--- src/verilog/slgb_pkg.sv ---
// constants and carrier types for the serial link gpio bridge
// How it works
// - in 18-bit mode the four low colour lanes become gpio, forward input or back output
// - bit 2 of register 0x12 selects 18-bit colour mode
// - the 18-bit setting travels to the remote end inside every forward frame
// - lane 3 uses register 0x0F low nibble, 0x03 forward input, 0x05 back output
// - lane 2 and lane 1 share 0x0E by nibble; lane 0 uses 0x0D low nibble
// - local pins 7 to 4, when outputs, are set only by local register bits
// - register 0x11 low nibble 0x9 drives local pin 7 high, 0x1 drives it low
// - pin 6 from 0x10 high nibble, pin 5 from 0x10 low, pin 4 from 0x0F high
// - bits 4 and 5 of 0x0F make local pin 4 an input forwarded to lane 0
// - bits 0 and 1 of 0x10 make local pin 5 an input forwarded to lane 1
// - back channel frames carry four gpio bits for back-output lanes
package slgb_pkg;

	localparam int unsigned NUM_LANES = 4;
	localparam int unsigned NUM_REGS  = 6;

	// register offsets
	localparam logic [7:0] ADDR_LANE0   = 8'h0d;
	localparam logic [7:0] ADDR_LANE12  = 8'h0e;
	localparam logic [7:0] ADDR_LANE3   = 8'h0f;
	localparam logic [7:0] ADDR_OUT56   = 8'h10;
	localparam logic [7:0] ADDR_OUT7    = 8'h11;
	localparam logic [7:0] ADDR_COLOUR  = 8'h12;

	// storage index of each register
	localparam logic [2:0] IDX_LANE0  = 3'h0;
	localparam logic [2:0] IDX_LANE12 = 3'h1;
	localparam logic [2:0] IDX_LANE3  = 3'h2;
	localparam logic [2:0] IDX_OUT56  = 3'h3;
	localparam logic [2:0] IDX_OUT7   = 3'h4;
	localparam logic [2:0] IDX_COLOUR = 3'h5;

	localparam logic [7:0] CFG_RESET  = 8'h00;
	localparam int unsigned MODE18_BIT = 2;

	// bit positions inside a four-bit configuration nibble
	localparam int unsigned NIB_EN  = 0;
	localparam int unsigned NIB_FWD = 1;
	localparam int unsigned NIB_BC  = 2;
	localparam int unsigned NIB_LVL = 3;

	// nibble codes used by software
	localparam logic [3:0] LANE_CFG_FWD = 4'h3;
	localparam logic [3:0] LANE_CFG_BC  = 4'h5;
	localparam logic [3:0] LOCAL_HIGH   = 4'h9;
	localparam logic [3:0] LOCAL_LOW    = 4'h1;

	// local pins that may turn into forwarded inputs (pins 4 and 5)
	localparam logic [3:0] LOCAL_IN_CAPABLE = 4'h3;

	typedef logic [NUM_REGS-1:0][7:0] slgb_cfg_t;

	typedef struct packed {
		logic       mode18;
		logic [3:0] gpio;
	} slgb_fwd_t;

	typedef struct packed {
		logic       valid;
		logic [3:0] gpio;
	} slgb_bc_t;

endpackage

--- src/verilog/slgb_cfg_mem.sv ---
// configuration storage with registered read port
module slgb_cfg_mem
	import slgb_pkg::*;
(
	input  wire logic       clk,
	input  wire logic       rst,
	input  wire logic       wr_en,
	input  wire logic [2:0] wr_idx,
	input  wire logic [7:0] wr_data,
	input  wire logic       rd_en,
	input  wire logic [2:0] rd_idx,
	output logic      [7:0] rd_data_reg,
	output slgb_cfg_t       cfg
);

	slgb_cfg_t  mem_reg;
	slgb_cfg_t  mem_next;
	logic [7:0] rd_data_next;

	assign cfg = mem_reg;

	////////////////////////////////////////////////////////////////
	genvar g;
	generate
		for (g = 0; g < NUM_REGS; g++) begin : g_entry
			always_comb begin
				mem_next[g] = mem_reg[g];
				if (wr_en && wr_idx == 3'(g)) begin
					mem_next[g] = wr_data;
				end
			end
		end
	endgenerate

	// unmapped or idle reads return zero
	always_comb begin
		rd_data_next = 8'h00;
		if (rd_en && rd_idx < 3'(NUM_REGS)) begin
			rd_data_next = mem_reg[rd_idx];
		end
	end

	always_ff @(posedge clk) begin
		if (rst) begin
			mem_reg     <= {NUM_REGS{CFG_RESET}};
			rd_data_reg <= 8'h00;
		end else begin
			mem_reg     <= mem_next;
			rd_data_reg <= rd_data_next;
		end
	end

endmodule

--- src/verilog/slgb_top.sv ---
// gpio bridge: lane direction, local outputs and link frame assembly
module slgb_top
	import slgb_pkg::*;
(
	input  wire logic       CORE_CLK,
	input  wire logic       RESET,
	input  wire logic       REG_WR,
	input  wire logic       REG_RD,
	input  wire logic [7:0] REG_ADDR,
	input  wire logic [7:0] REG_WDATA,
	output logic      [7:0] REG_RDATA,
	output logic            REG_RVALID,
	input  wire logic [3:0] LANE_IN,
	output logic      [3:0] LANE_OUT,
	output logic      [3:0] LANE_OE,
	input  wire logic [1:0] LOCAL_IN,
	output logic      [3:0] LOCAL_OUT,
	output logic      [3:0] LOCAL_OE,
	output slgb_fwd_t       FWD_FRAME,
	input  wire slgb_bc_t   BC_FRAME
);

	slgb_cfg_t  cfg;
	logic       hit;
	logic [2:0] idx;
	logic       mode18;
	logic [3:0] lane_nib [NUM_LANES];
	logic [3:0] loc_nib  [NUM_LANES];
	logic [3:0] lane_fwd;
	logic [3:0] lane_bc;
	logic [3:0] loc_en;
	logic [3:0] loc_lvl;
	logic [3:0] loc_in;

	logic       rvalid_reg;
	logic       rvalid_next;
	logic [3:0] lane_out_reg;
	logic [3:0] lane_out_next;
	logic [3:0] lane_oe_reg;
	logic [3:0] lane_oe_next;
	logic [3:0] local_out_reg;
	logic [3:0] local_out_next;
	logic [3:0] local_oe_reg;
	logic [3:0] local_oe_next;
	slgb_fwd_t  fwd_reg;
	slgb_fwd_t  fwd_next;

	////////////////////////////////////////////////////////////////
	// register port decode
	always_comb begin
		hit = 1'b1;
		idx = IDX_LANE0;
		if (REG_ADDR == ADDR_LANE0) begin
			idx = IDX_LANE0;
		end else if (REG_ADDR == ADDR_LANE12) begin
			idx = IDX_LANE12;
		end else if (REG_ADDR == ADDR_LANE3) begin
			idx = IDX_LANE3;
		end else if (REG_ADDR == ADDR_OUT56) begin
			idx = IDX_OUT56;
		end else if (REG_ADDR == ADDR_OUT7) begin
			idx = IDX_OUT7;
		end else if (REG_ADDR == ADDR_COLOUR) begin
			idx = IDX_COLOUR;
		end else begin
			hit = 1'b0;
		end
	end

	slgb_cfg_mem u_cfg (
		.clk         (CORE_CLK),
		.rst         (RESET),
		.wr_en       (REG_WR && hit),
		.wr_idx      (idx),
		.wr_data     (REG_WDATA),
		.rd_en       (REG_RD && hit),
		.rd_idx      (idx),
		.rd_data_reg (REG_RDATA),
		.cfg         (cfg)
	);

	////////////////////////////////////////////////////////////////
	// field decode
	assign mode18 = cfg[IDX_COLOUR][MODE18_BIT];

	assign lane_nib[0] = cfg[IDX_LANE0][3:0];
	assign lane_nib[1] = cfg[IDX_LANE12][3:0];
	assign lane_nib[2] = cfg[IDX_LANE12][7:4];
	assign lane_nib[3] = cfg[IDX_LANE3][3:0];

	assign loc_nib[0] = cfg[IDX_LANE3][7:4];
	assign loc_nib[1] = cfg[IDX_OUT56][3:0];
	assign loc_nib[2] = cfg[IDX_OUT56][7:4];
	assign loc_nib[3] = cfg[IDX_OUT7][3:0];

	genvar g;
	generate
		for (g = 0; g < NUM_LANES; g++) begin : g_lane
			// gpio lanes only exist in 18-bit mode
			assign lane_fwd[g] = mode18 && lane_nib[g][NIB_EN]
				&& lane_nib[g][NIB_FWD] && !lane_nib[g][NIB_BC];
			assign lane_bc[g]  = mode18 && lane_nib[g][NIB_EN]
				&& lane_nib[g][NIB_BC] && !lane_nib[g][NIB_FWD];
			assign loc_en[g]   = mode18 && loc_nib[g][NIB_EN];
			assign loc_lvl[g]  = loc_nib[g][NIB_LVL];
			assign loc_in[g]   = mode18 && LOCAL_IN_CAPABLE[g]
				&& loc_nib[g][NIB_EN] && loc_nib[g][NIB_FWD];
		end
	endgenerate

	////////////////////////////////////////////////////////////////
	// next values of pins and frames
	always_comb begin
		rvalid_next   = REG_RD;
		lane_oe_next  = lane_bc;
		lane_out_next = lane_out_reg;
		if (BC_FRAME.valid) begin
			lane_out_next = (BC_FRAME.gpio & lane_bc) | (lane_out_reg & ~lane_bc);
		end
		// local pins follow register bits only, link traffic never reaches them
		local_oe_next  = loc_en & ~loc_in;
		local_out_next = loc_lvl & local_oe_next;
		fwd_next.mode18 = mode18;
		fwd_next.gpio   = LANE_IN & lane_fwd;
		if (loc_in[0]) begin
			fwd_next.gpio[0] = LOCAL_IN[0];
		end
		if (loc_in[1]) begin
			fwd_next.gpio[1] = LOCAL_IN[1];
		end
	end

	always_ff @(posedge CORE_CLK) begin
		if (RESET) begin
			rvalid_reg    <= 1'b0;
			lane_out_reg  <= 4'h0;
			lane_oe_reg   <= 4'h0;
			local_out_reg <= 4'h0;
			local_oe_reg  <= 4'h0;
			fwd_reg       <= '0;
		end else begin
			rvalid_reg    <= rvalid_next;
			lane_out_reg  <= lane_out_next;
			lane_oe_reg   <= lane_oe_next;
			local_out_reg <= local_out_next;
			local_oe_reg  <= local_oe_next;
			fwd_reg       <= fwd_next;
		end
	end

	assign REG_RVALID = rvalid_reg;
	assign LANE_OUT   = lane_out_reg;
	assign LANE_OE    = lane_oe_reg;
	assign LOCAL_OUT  = local_out_reg;
	assign LOCAL_OE   = local_oe_reg;
	assign FWD_FRAME  = fwd_reg;
endmodule

--- config.mk ---
export PLATFORM = sky130hd
export DESIGN_NAME = slgb_top
export DESIGN_NICKNAME = d
export VERILOG_FILES = /design/src/verilog/slgb_pkg.sv /design/src/verilog/slgb_cfg_mem.sv /design/src/verilog/slgb_top.sv
export SDC_FILE = /design/constraint.sdc
export NUM_CORES = 1
export LEC_CHECK = 0
export BUFFER_PORTS_ARGS = -buffer_cell sky130_fd_sc_hd__buf_2
export CAP_MARGIN = 0
export CORE_UTILIZATION = 55
export CTS_CLUSTER_DIAMETER = 100
export DETAILED_ROUTE_END_ITERATION = 8
export PLACE_DENSITY = 0.79
export SETUP_SLACK_MARGIN = 0.3
export SLEW_MARGIN = 20
export SYNTH_ARGS = -nofsm -noshare
export SYNTH_HDL_FRONTEND = slang
export SYNTH_SLANG_ARGS = --single-unit
--- constraint.sdc ---
create_clock -name CORE_CLK -period 2.82 [get_ports CORE_CLK]
set_input_delay 0.564 -clock CORE_CLK [delete_from_list [all_inputs] [get_ports CORE_CLK]]
set_output_delay 0.564 -clock CORE_CLK [all_outputs]
set_load 0.02 [all_outputs]
Word-level counts from Yosys, hierarchy flattened. Cells that the tools add are included.

Reductions and logical operators: 45. Bitwise operators: 9. Mux-type cells: 16. Equality and inequality tests: 11. $lt $le $gt $ge: 2.

Operator list (number): 1-bit logical AND (35); 8-bit binary-select mux with 3-bit select (1); 8-bit by 4-bit equality test with 1-bit output, second input constant (3); 8-bit by 5-bit equality test with 1-bit output, second input constant (3); 4-bit AND (5); 3-bit two-way mux (6); 1-bit zero test (8); 1-bit two-way mux (8); 8-bit two-way mux (1); 3-bit by 2-bit equality test with 1-bit output, second input constant (2); 3-bit equality test, second input constant (2); 3-bit by 4-bit < comparator with 1-bit output, second input constant (1); 2-bit inverter with 4-bit output (1); 4-bit inverter (1); 4-bit OR (1); 3-bit by 1-bit equality test with 1-bit output, second input constant (1); 3-bit zero test (1); 3-bit < comparator, second input constant (1); 2-bit OR reduction (1); 1-bit inverter (1).

Input port bits: 31. Register bits after elaboration: 78. Output and inout port bits: 30.

Depth between registers and ports, before layout. Gate-level depths: netlist of run 1.

Depth after elaboration: 11. Mapped depth: 6.

Modules after synthesis. From an unflattened synthesis of run 1, not the netlist that was laid out.

Cells, all modules: 333. Area, all modules: 3213.1 µm².

By module, submodules not included: slgb_cfg_mem (instances 1, area each 2347.3 µm², cells each 240, sequential area each 1121.1 µm²); slgb_top (instances 1, area each 865.8 µm², cells each 93, sequential area each 440.4 µm²).

Least setup slack after synthesis of run 1. Ideal clock, no wire load.

Kind: input to register. From: input REG_ADDR[7]. To: register u_cfg.rd_data_reg[5]. Data arrival time: 1688 ps. Data required time: 2725 ps. Cell stages on the path: 4. Slack: 1037 ps. Setup time: 95 ps. Buffers on the path: 0. Path through: nor3_4 > a21oi_1 > or3_1 > a221oi_1.

Word-level cells in the longest chain between the ends: 11. Elaborated cells on any way between the ends: 25. Those cells by class: 1 x order compare; 6 x eq/ne; 14 x mux; 1 x bitwise; 3 x reduce/logical.

RTL lines: start, declared (line slgb_top.sv:9) `input wire logic [7:0] REG_ADDR,`; 8-bit by 5-bit equality test with 1-bit output (line slgb_top.sv:63) `end else if (REG_ADDR == ADDR_COLOUR) begin`; 3-bit two-way mux or 1-bit two-way mux (tied branches) (line slgb_top.sv:63); 3-bit two-way mux or 1-bit two-way mux (tied branches) (line slgb_top.sv:61) `end else if (REG_ADDR == ADDR_OUT7) begin`; 3-bit two-way mux or 1-bit two-way mux (tied branches) (line slgb_top.sv:59) `end else if (REG_ADDR == ADDR_OUT56) begin`; 3-bit two-way mux or 1-bit two-way mux (tied branches) (line slgb_top.sv:57) `end else if (REG_ADDR == ADDR_LANE3) begin`; 3-bit two-way mux or 1-bit two-way mux (tied branches) (line slgb_top.sv:55) `end else if (REG_ADDR == ADDR_LANE12) begin`; 3-bit two-way mux or 1-bit two-way mux (tied branches) (line slgb_top.sv:53) `if (REG_ADDR == ADDR_LANE0) begin`; 3-bit < comparator or 1-bit logical AND (tied branches) (line slgb_cfg_mem.sv:38, slgb_top.sv:76); 1-bit logical AND (line slgb_cfg_mem.sv:38) `if (rd_en && rd_idx < 3'(NUM_REGS)) begin`; 1-bit inverter (no line); 2-bit OR reduction (no line); end signal, assigned (line slgb_cfg_mem.sv:49) `rd_data_reg <= rd_data_next;`; end, declared (line slgb_cfg_mem.sv:12) `output logic [7:0] rd_data_reg,`.

Several ways; a longest one is shown, not always the timed one. The select of a mux whose other input is x is not followed. A chain may end at the register's enable or synchronous reset.

Worst setup path in the final report of run 1.
From: input REG_ADDR[7]. To: register u_cfg.rd_data_reg[1].

The elaborated chain is that of the path after synthesis.

==> metrics, run 1 <==
status completed; core area around 5600 µm²; Crit Path Max Fanout 12; share of post-route cells with drive strength above 1 0.266; Area Overhead vs Synth 16.0%; Setup Crit Path Kind in -> reg; pwr dens 588 nW/µm²; Clock Sinks ~80; Routability Congestion 0.928; CP Launch Type input port; DR DRC count 0; Post-DP HPWL 5.47 mm; peak clock frequency supported by timing between 500 and 600 MHz; total die area 6300 µm²; synthesized instance count approximately 320; PortBufs 60; Final Skew 0.0101 ns; Die W 79.4 µm; Hold Buf Count CTS 0; Via density roughly 5.9; fin crit share 0.688; Mapped Avg Cell Area 10.4 µm²; setup TNS 0 ns; largest net degree at the start of global routing 35; relative slew slack 0.514; num ports 61; GRT overflow 0; # Post-CTS Setup Buffers 0; Synth area leader dfxtp_1; EDFF count, synth 0; crit-path max cell delay about 0.40 ns; RSZ-0062 raised after global routing false; Die Y a little under 80 µm; Slew Limit Fails 0; cell area after layout 3820 µm²; Most used DFF post-synth dfxtp_1; Slowest cell on crit path nor3_4; routed vias 2666; Hold Vio Cnt, Final 0; total clock buffers created by CTS 9; Routed WL slightly below 8 mm; min Tclk post-route roughly 1.9 ns; placed cell areas 3570 µm²; Detail Route Antenna Nets 0; post-synth top area share 0.475; wire per inst 17.5 µm; Critical Path AT 2.18 ns; DRT Pass-1 Iters 5; FP Rows 27; CTS tree yes; CTS clk-pin slew, worst paths 0.08 ns; actual slew at the worst max-slew pin 0.724 ns; Skew-Pair Late Insertion Delay 0.36 ns; DR iter-0 viols 333; Clock Tree Buf Depth 2; max FFs per register 48; top cells by area, synth dfxtp_1 47%, mux2i_1 16%, nor2_1 6.4%, a31oi_1 3.4%, nand4_2 2.3%; CP cell instances buf_2 > nor3_4 > buf_4 > a31oi_1 > or3_1 > a221oi_1; #FFs+latches synth 78; layout filler cell count 448; IR drop worst, VDD 414 µV; initial antenna violation count 0; final setup vio count 0; vias in the first global route ~2400; Post-Syn Area 3290 µm²; async set-reset flop share out of synthesis 0; Ys Warns 0; synth unique cells 41; P_leak slightly below 2 nW; Max Cap Viol 0; worst min path class in -> reg; ANT cells 0; nets 406; post-cts resize count 0; first-pass GRT wire length 12.4 mm; critical path required time 3.06 ns; Initial Utilization 0.583; CTS H-tree lvls 3; GRT Total Usage 0.269; crit end category flip-flop; CTS Root Cell clkbuf_8; sequential share of the synthesized area 0.475; Synth Net Count 348
==> kinds of logic after synthesis <==
family / after synthesis / share of synthesized area
compound gates: 48 / 0.107
simple gates: 119 / 0.213
mux: 52 / 0.158
buf+inv: 20 / 0.0471
flops: 78 / 0.475
==> cells in the mapped netlist, types with 2 or more instances <==
master	number
nor3b_1	2
mux2i_1	52
buf_4	2
nand4b_1	3
and2_1	5
clkbuf_8	2
nand4_2	6
nor2b_1	6
clkbuf_1	8
or2_2	8
or3_1	8
a221oi_1	8
o221ai_1	8
buf_6	2
nand2b_1	3
nand4_1	4
dfxtp_1	78
a22oi_1	8
nor2_1	56
and3_1	2
a21oi_1	3
inv_1	2
and4b_1	5
a31oi_1	18
nand2_1	2
==> critical path: cells and delay by family <==
kind	cells	cell delay (ns)
AND/OR/NAND/NOR	2	0.77
AO/OA/AOI/OAI	2	0.45
buffers and inverters	2	0.39
==> final cells by class <==
class                   count  area, µm²  share of cell area
clock inverters             5        104              0.0272
inverters                   2       7.51             0.00197
flip-flops and latches     78       1560               0.409
clock buffers              11        141              0.0370
well taps                  72       90.1              0.0236
multi-input cells         219       1570               0.412
repair buffers             65        338              0.0885
==> through the flow <==
step                instances  power [mW]  hold slack (ns)   util  worst slack (ns)
finish                    452        2.25            0.421  0.676             0.880
global route              452        2.31            0.435  0.676             0.768
CTS                       452        2.25            0.421  0.676             0.855
detailed placement        436        1.24            0.478  0.633             0.515
global placement          436        1.25            0.468  0.633             0.545
floorplan                 317        1.20            0.433      -              1.04
==> power by group <==
part	switching, mW	total [mW]	internal (mW)	leakage, nW
Clock	0.409	1.02	0.614	0.124
Sequential	0.000893	1.10	1.10	0.628
Combinational	0.0773	0.119	0.0421	1.24
Total	0.487	2.25	1.76	1.99
==> per-layer routing <==
| metal | GRT usage | up-vias | share of wire |
|---|---|---|---|
| li1 | - | 1277 | - |
| met1 | 0.350 | 1265 | 0.45 |
| met2 | 0.418 | 103 | 0.47 |
| met3 | 0.0586 | 21 | 0.059 |
| met4 | 0.135 | 0 | 0.024 |
| met5 | 0 | - | 0 |
==> final timing paths <==
path | start | endpoint | slack (ns) | cells after the start
worst max register to register | u_cfg.cfg[28] | u_cfg.rd_data_reg[4] | 1.36 | 4
worst min-delay path | LANE_IN[2] | FWD_FRAME[2] | 0.42 | 3
worst max-delay path | REG_ADDR[7] | u_cfg.rd_data_reg[1] | 0.88 | 6
worst min register to register | u_cfg.cfg[27] | LOCAL_OUT[1] | 0.49 | 1
==> layout by cell type, fill, tap and decap left out, drive strengths merged, types with 2 or more instances in the layout <==
cell type	synthesis	final
nand4	10	10
and3	2	2
a31oi	18	18
nand4b	3	3
dfxtp	78	78
nor2b	6	6
nand2b	3	3
and4b	5	5
inv	2	3
mux2i	52	52
nand2	3	3
nor3b	3	3
or3	8	8
and2	6	6
a221oi	8	8
a22oi	8	8
or2	8	8
a21oi	3	3
nor2	56	56
o221ai	8	8
clkbuf	11	11
buf	5	65
bufinv	0	3
Note: power is estimated with default switching activity, not from simulation.
==> run 2: changes to the inputs <==
- ABC_AREA: default -> 1
- clock period: 2.82 -> 2 ns (I/O delays scaled with it)
==> run 2 against run 1 <==
  * Wire length rose by 16%
  * Critical path type unchanged
  * Synthesized area increased by 5.4%
  * Clock skew down 0.0015 ns
  * Critical endpoint is now u_cfg.cfg[44]
==> metrics, run 2 <==
status completed; Hold Path Depth 3; Slew Limit Fails 0; CP cell instances buf_2 > inv_1 > nor2_2 > nand2_1 > nor2_8 > nor2_4 > buf_4 > nand3_4 > o21ai_0 > nor2_1; total die area between 6000 and 7000 µm²; Hold Path Sink FWD_FRAME[2]; CTS tree yes; synth unique cells 28; Ys Warns 0; vias in the first global route 2911; most frequent cells after synthesis 86 x nand2_1, 78 x dfxtp_1, 69 x nor2_1, 40 x nand3_1, 39 x inv_1; Initial Utilization 0.579; Reg2Reg Launch Point u_cfg.cfg[42]; post-synth top area share 0.450; Routed WL ~9.2 mm; P_leak 1.80 nW; Clock Tree Buf Depth 2; FP Rows 28; CP Launch Type input port; Post-Syn Area 3470 µm²; crit-path max cell delay 0.26 ns; max FFs per register 48; combinational share of power 0.051; largest net degree at the start of global routing 26; placed cell areas 3870 µm²; IR drop worst, VDD around 570 µV; final setup vio count 0; GRT Total Usage 0.291; synthesized instance count 472; share of post-route cells with drive strength above 1 0.230; most frequent cells in the layout 86 x nand2_1, 78 x dfxtp_1, 69 x nor2_1, 60 x buf_2, 40 x nand3_1; Setup Crit Path Kind in -> reg; hold wc startpoint LANE_IN[2]; wire per inst 14.9 µm; #FFs+latches synth 78; CTS Root Cell clkbuf_8; initial antenna violation count 0; setup TNS 0 ns; first-pass GRT wire length 14.2 mm; Skew-Pair Late Insertion Delay 0.36 ns; peak clock frequency supported by timing 665 MHz; # Post-CTS Setup Buffers 0; ANT cells 0; sequential cell fraction of total power 0.484; Hold Vio Cnt, Final 0; post-cts resize count 0; Most used DFF post-synth dfxtp_1; Hold Buf Count CTS 0; clock power share 0.464; crit end category flip-flop; FF-to-FF setup slack approximately 0.66 ns; count leader, synth nand2_1; Max Cap Viol 0; Routability Congestion 0.991; Via density 5.50; Die Y around 81 µm; Clock Sinks 78; DR DRC count 0; core area 5990 µm²; Final Skew approximately 0.0086 ns; nets ~570; Post-DP HPWL 6.75 mm; pwr dens 779 nW/µm²; worst min path class in -> reg; Crit Path Max Fanout 9; actual slew at the worst max-slew pin 0.502 ns; Synth Net Count 503; layout filler cell count 498; Switch Pwr approximately 730 µW; relative slew slack 0.665; commonest non-fill, non-tap cell in the layout nand2_1; Synth area leader dfxtp_1; Slowest cell on crit path o21ai_0; internal power 2.48 mW; RSZ-0062 raised after global routing false; fin crit share 0.751; EDFF count, synth 0; cell area after layout 4130 µm²; sequential share of the synthesized area 0.450; GRT overflow 0; Critical Path AT approximately 1.8 ns; Die W 81.4 µm; CTS H-tree lvls 3; Detail Route Antenna Nets 0; Worst R2R End FWD_FRAME[0]; total clock buffers created by CTS 9; top cells by area, synth dfxtp_1 45%, nand2_1 9.3%, nor2_1 7.5%, nand3_1 5.8%, a21oi_1 5.5%; Area Overhead vs Synth 19.0%; Mapped Avg Cell Area approximately 7.4 µm²; async set-reset flop share out of synthesis 0; reg2reg path depth 5; num ports 61; Net Sw Frac 0.228; PortBufs 60; critical path required time approximately 2.3 ns; CTS clk-pin slew, worst paths 0.08 ns; min Tclk post-route 1.50 ns; routed vias 3400; DRT Pass-1 Iters 5; DR iter-0 viols 397
-- run 2: cell types whose count changed after synthesis, sizes merged, moves of 35 or more --
cell   previous run  this run
a21oi             3        38
nand3             0        43
mux2i            52         0
inv               2        46
nand2             3        96
o21ai             1        38
-- run 2: metal layers --
| layer | wire length, µm | global-route usage |
|---|---|---|
| met5 | 0 | 0 |
| met4 | 146 | 0.100 |
| met3 | 814 | 0.0711 |
| met2 | 4120 | 0.442 |
| met1 | 4100 | 0.402 |
-- run 2: power by group through the flow --
stage	clock network, mW	registers (mW)	logic, mW
3_3_place_gp	0	1.59	0.159
5_1_grt	1.56	1.56	0.179
6_report	1.49	1.56	0.165
3_5_place_dp	0	1.59	0.161
2_1_floorplan	0	1.59	0.0839
4_1_cts	1.49	1.56	0.162
-- run 2: final cells by class --
class / instances / area (µm²) / share of cell area
tap: 75 / 93.8 / 0.0227
clock inverter: 6 / 118 / 0.0285
clock buffer: 10 / 138 / 0.0333
sequential: 78 / 1560 / 0.378
multi-input combinational: 330 / 1640 / 0.396
timing repair buffer: 72 / 403 / 0.0976
inverter: 47 / 178 / 0.0430
-- run 2: through the flow --
stage               total power [mW]  cells  hold WS (ns)   util  setup WS [ns]
floorplan                       1.68    472         0.423      -          0.559
global placement                1.75    602         0.431  0.646          0.250
detailed placement              1.76    602         0.435  0.646          0.213
CTS                             3.21    618         0.272  0.689          0.505
global route                    3.30    618         0.282  0.689          0.358
finish                          3.22    618         0.278  0.689          0.497
-- run 2: worst max path at each step --
stage	startpoint	cells past startpoint	to	slack, ns
3_5_place_dp	REG_ADDR[7]	10	u_cfg.cfg[45]	0.21
4_1_cts	REG_ADDR[4]	10	u_cfg.cfg[44]	0.51
6_report	REG_ADDR[4]	10	u_cfg.cfg[44]	0.50
5_1_grt	REG_ADDR[1]	10	u_cfg.cfg[44]	0.36
3_3_place_gp	REG_ADDR[2]	11	u_cfg.cfg[42]	0.25
2_1_floorplan	REG_ADDR[4]	11	u_cfg.rd_data_reg[0]	0.56
-- run 2: worst max-delay path: cells and delay by family --
kind	cells	cell delay, ns
compound gates	1	0.26
simple gates	6	0.69
buf+inv	3	0.39
-- run 2: cell families after synthesis --
family,Yosys count,share of synthesized area
flops,78,0.450
buf+inv,64,0.0783
compound gates,76,0.110
simple gates,254,0.362
==> run 3: changes to the inputs <==
- clock period: 2 -> 1.5 ns (I/O delays scaled with it)
==> run 3 against run 2 <==
  * Setup slack worse by 0.35 ns
  * Clock skew rose by 0.0076 ns
  * Register-to-register slack worse by 0.21 ns
  * Die area stayed put
  * Utilization rose by 11 points
  * Sequential share of layout area down 5.1 points
  * Final cell count increased by 6.3%
  * Combinational power grew 96%
  * Largest cell class unchanged
==> metrics, run 3 (synthesized netlist as in run 2, its figures left out) <==
status completed; Die W 81.4 µm; crit end category flip-flop; Setup Crit Path Kind in -> reg; Via density 5.84; routed vias 3840; most frequent cells in the layout 77 x dfxtp_1, 71 x nand2_1, 59 x nor2_1, 52 x buf_2; Initial Utilization 0.579; Hold Buf Count CTS 0; Area Overhead vs Synth 38.0%; GRT Total Usage 0.334; Skew-Pair Late Insertion Delay 0.36 ns; critical path required time 1.74 ns; core area 5990 µm²; total clock buffers created by CTS 9; PortBufs 60; RSZ-0062 raised after global routing true; total die area 6630 µm²; Clock Tree Buf Depth 2; Slew Limit Fails 0; relative slew slack 0.768; max FFs per register 48; CP Launch Type input port; Routability Congestion about 0.95; share of post-route cells with drive strength above 1 0.356; DRT Pass-1 Iters 5; num ports 61; Final Util 0.799; pwr dens 837 nW/µm²; final setup vio count 0; Post-DP HPWL 6.69 mm; Pwr Total 4.01 mW; DR iter-0 viols 412; FP Rows 28; vias in the first global route about 3500; Max Cap Viol 0; Critical Path AT 1.59 ns; Crit Path Max Fanout 4; Clock Sinks 78; ANT cells 0; actual slew at the worst max-slew pin 0.346 ns; Routed WL 11.4 mm; IR drop worst, VDD between 600 and 700 µV; Detail Route Antenna Nets 0; commonest non-fill, non-tap cell in the layout dfxtp_1; CTS clk-pin slew, worst paths 0.09 ns; Final Skew 0.0161 ns; CTS tree yes; fin crit share 0.904; P_leak between 2 and 2.5 nW; min Tclk post-route 1.36 ns; largest net degree at the start of global routing 37; first-pass GRT wire length 16.3 mm; Hold Vio Cnt, Final 0; initial antenna violation count 0; nets 608; Die Y 81.4 µm; DR DRC count 0; GRT overflow 0; CTS H-tree lvls 3; worst min path class in -> reg; wire per inst 17.3 µm; CTS Root Cell clkbuf_8; peak clock frequency supported by timing between 700 and 800 MHz
-- run 3: cell types whose count changed in the layout (fill, tap and decap cells not counted), sizes merged --
cell      before  now
buf           72  110
bufinv         3    1
clkbuf        10   11
clkinv         2    4
clkinvlp       1    0
nand3         43   44
-- run 3: per-layer routing --
layer | vias up | GRT usage | wire length (µm)
met5 | - | 0 | 0
met4 | 0 | 0.175 | 671
met3 | 75 | 0.0678 | 1130
met2 | 267 | 0.566 | 5410
met1 | 1749 | 0.396 | 4160
li1 | 1749 | - | -
-- run 3: worst paths after layout --
path                       from                    to  slack [ns]  depth (start not counted)
hold / removal            RESET         u_cfg.cfg[15]        0.16                          2
hold reg to reg   u_cfg.cfg[22]         u_cfg.cfg[22]        0.46                          2
setup reg to reg  u_cfg.cfg[42]             flip-flop        0.45                          5
setup / recovery    REG_ADDR[6]  u_cfg.rd_data_reg[3]        0.14                         11
-- run 3: area by class of cell --
cell class	count	area [µm²]
inverter	47	215
clock inverter	5	57.6
timing repair buffer	110	876
sequential	78	1570
tap	75	93.8
fill	388	1200
multi-input combinational	331	1840
clock buffer	11	141
-- run 3: critical path, cell delays in order --
cell     delay [ns]
buf_8          0.10
nor2_4         0.16
nand2_2        0.11
nor2_8         0.14
nor2_4         0.05
buf_4          0.16
buf_4          0.14
nand3_1        0.07
nand3_1        0.12
nor2_1         0.17
nor2_1         0.08
-- run 3: stage by stage --
step           setup TNS (ns)  area, µm²  instances  hold slack, ns  setup WS, ns
2_1_floorplan               0       3550        472           0.379         0.214
3_3_place_gp            -6.52       4120        623           0.431        -0.246
3_5_place_dp            -8.29       4120        623           0.440        -0.287
4_1_cts                     0       4600        651           0.161         0.221
5_1_grt                     0       4790        657           0.165         0.126
6_report                    0       4790        657           0.160         0.145
-- run 3: repair_timing --
action                                 in CTS  in global routing
setup endpoints to repair                  49                 55
buffers inserted                           10                  4
gates cloned                                2                  2
endpoints found under the hold margin       0                  0
pin swaps                                  26                 17
gates resized for setup                    39                 45
-- run 3: report_power, final --
group / switching (mW) / internal [mW]
clock: 0.792 / 0.819
sequential: 0.00371 / 2.07
combinational: 0.193 / 0.130
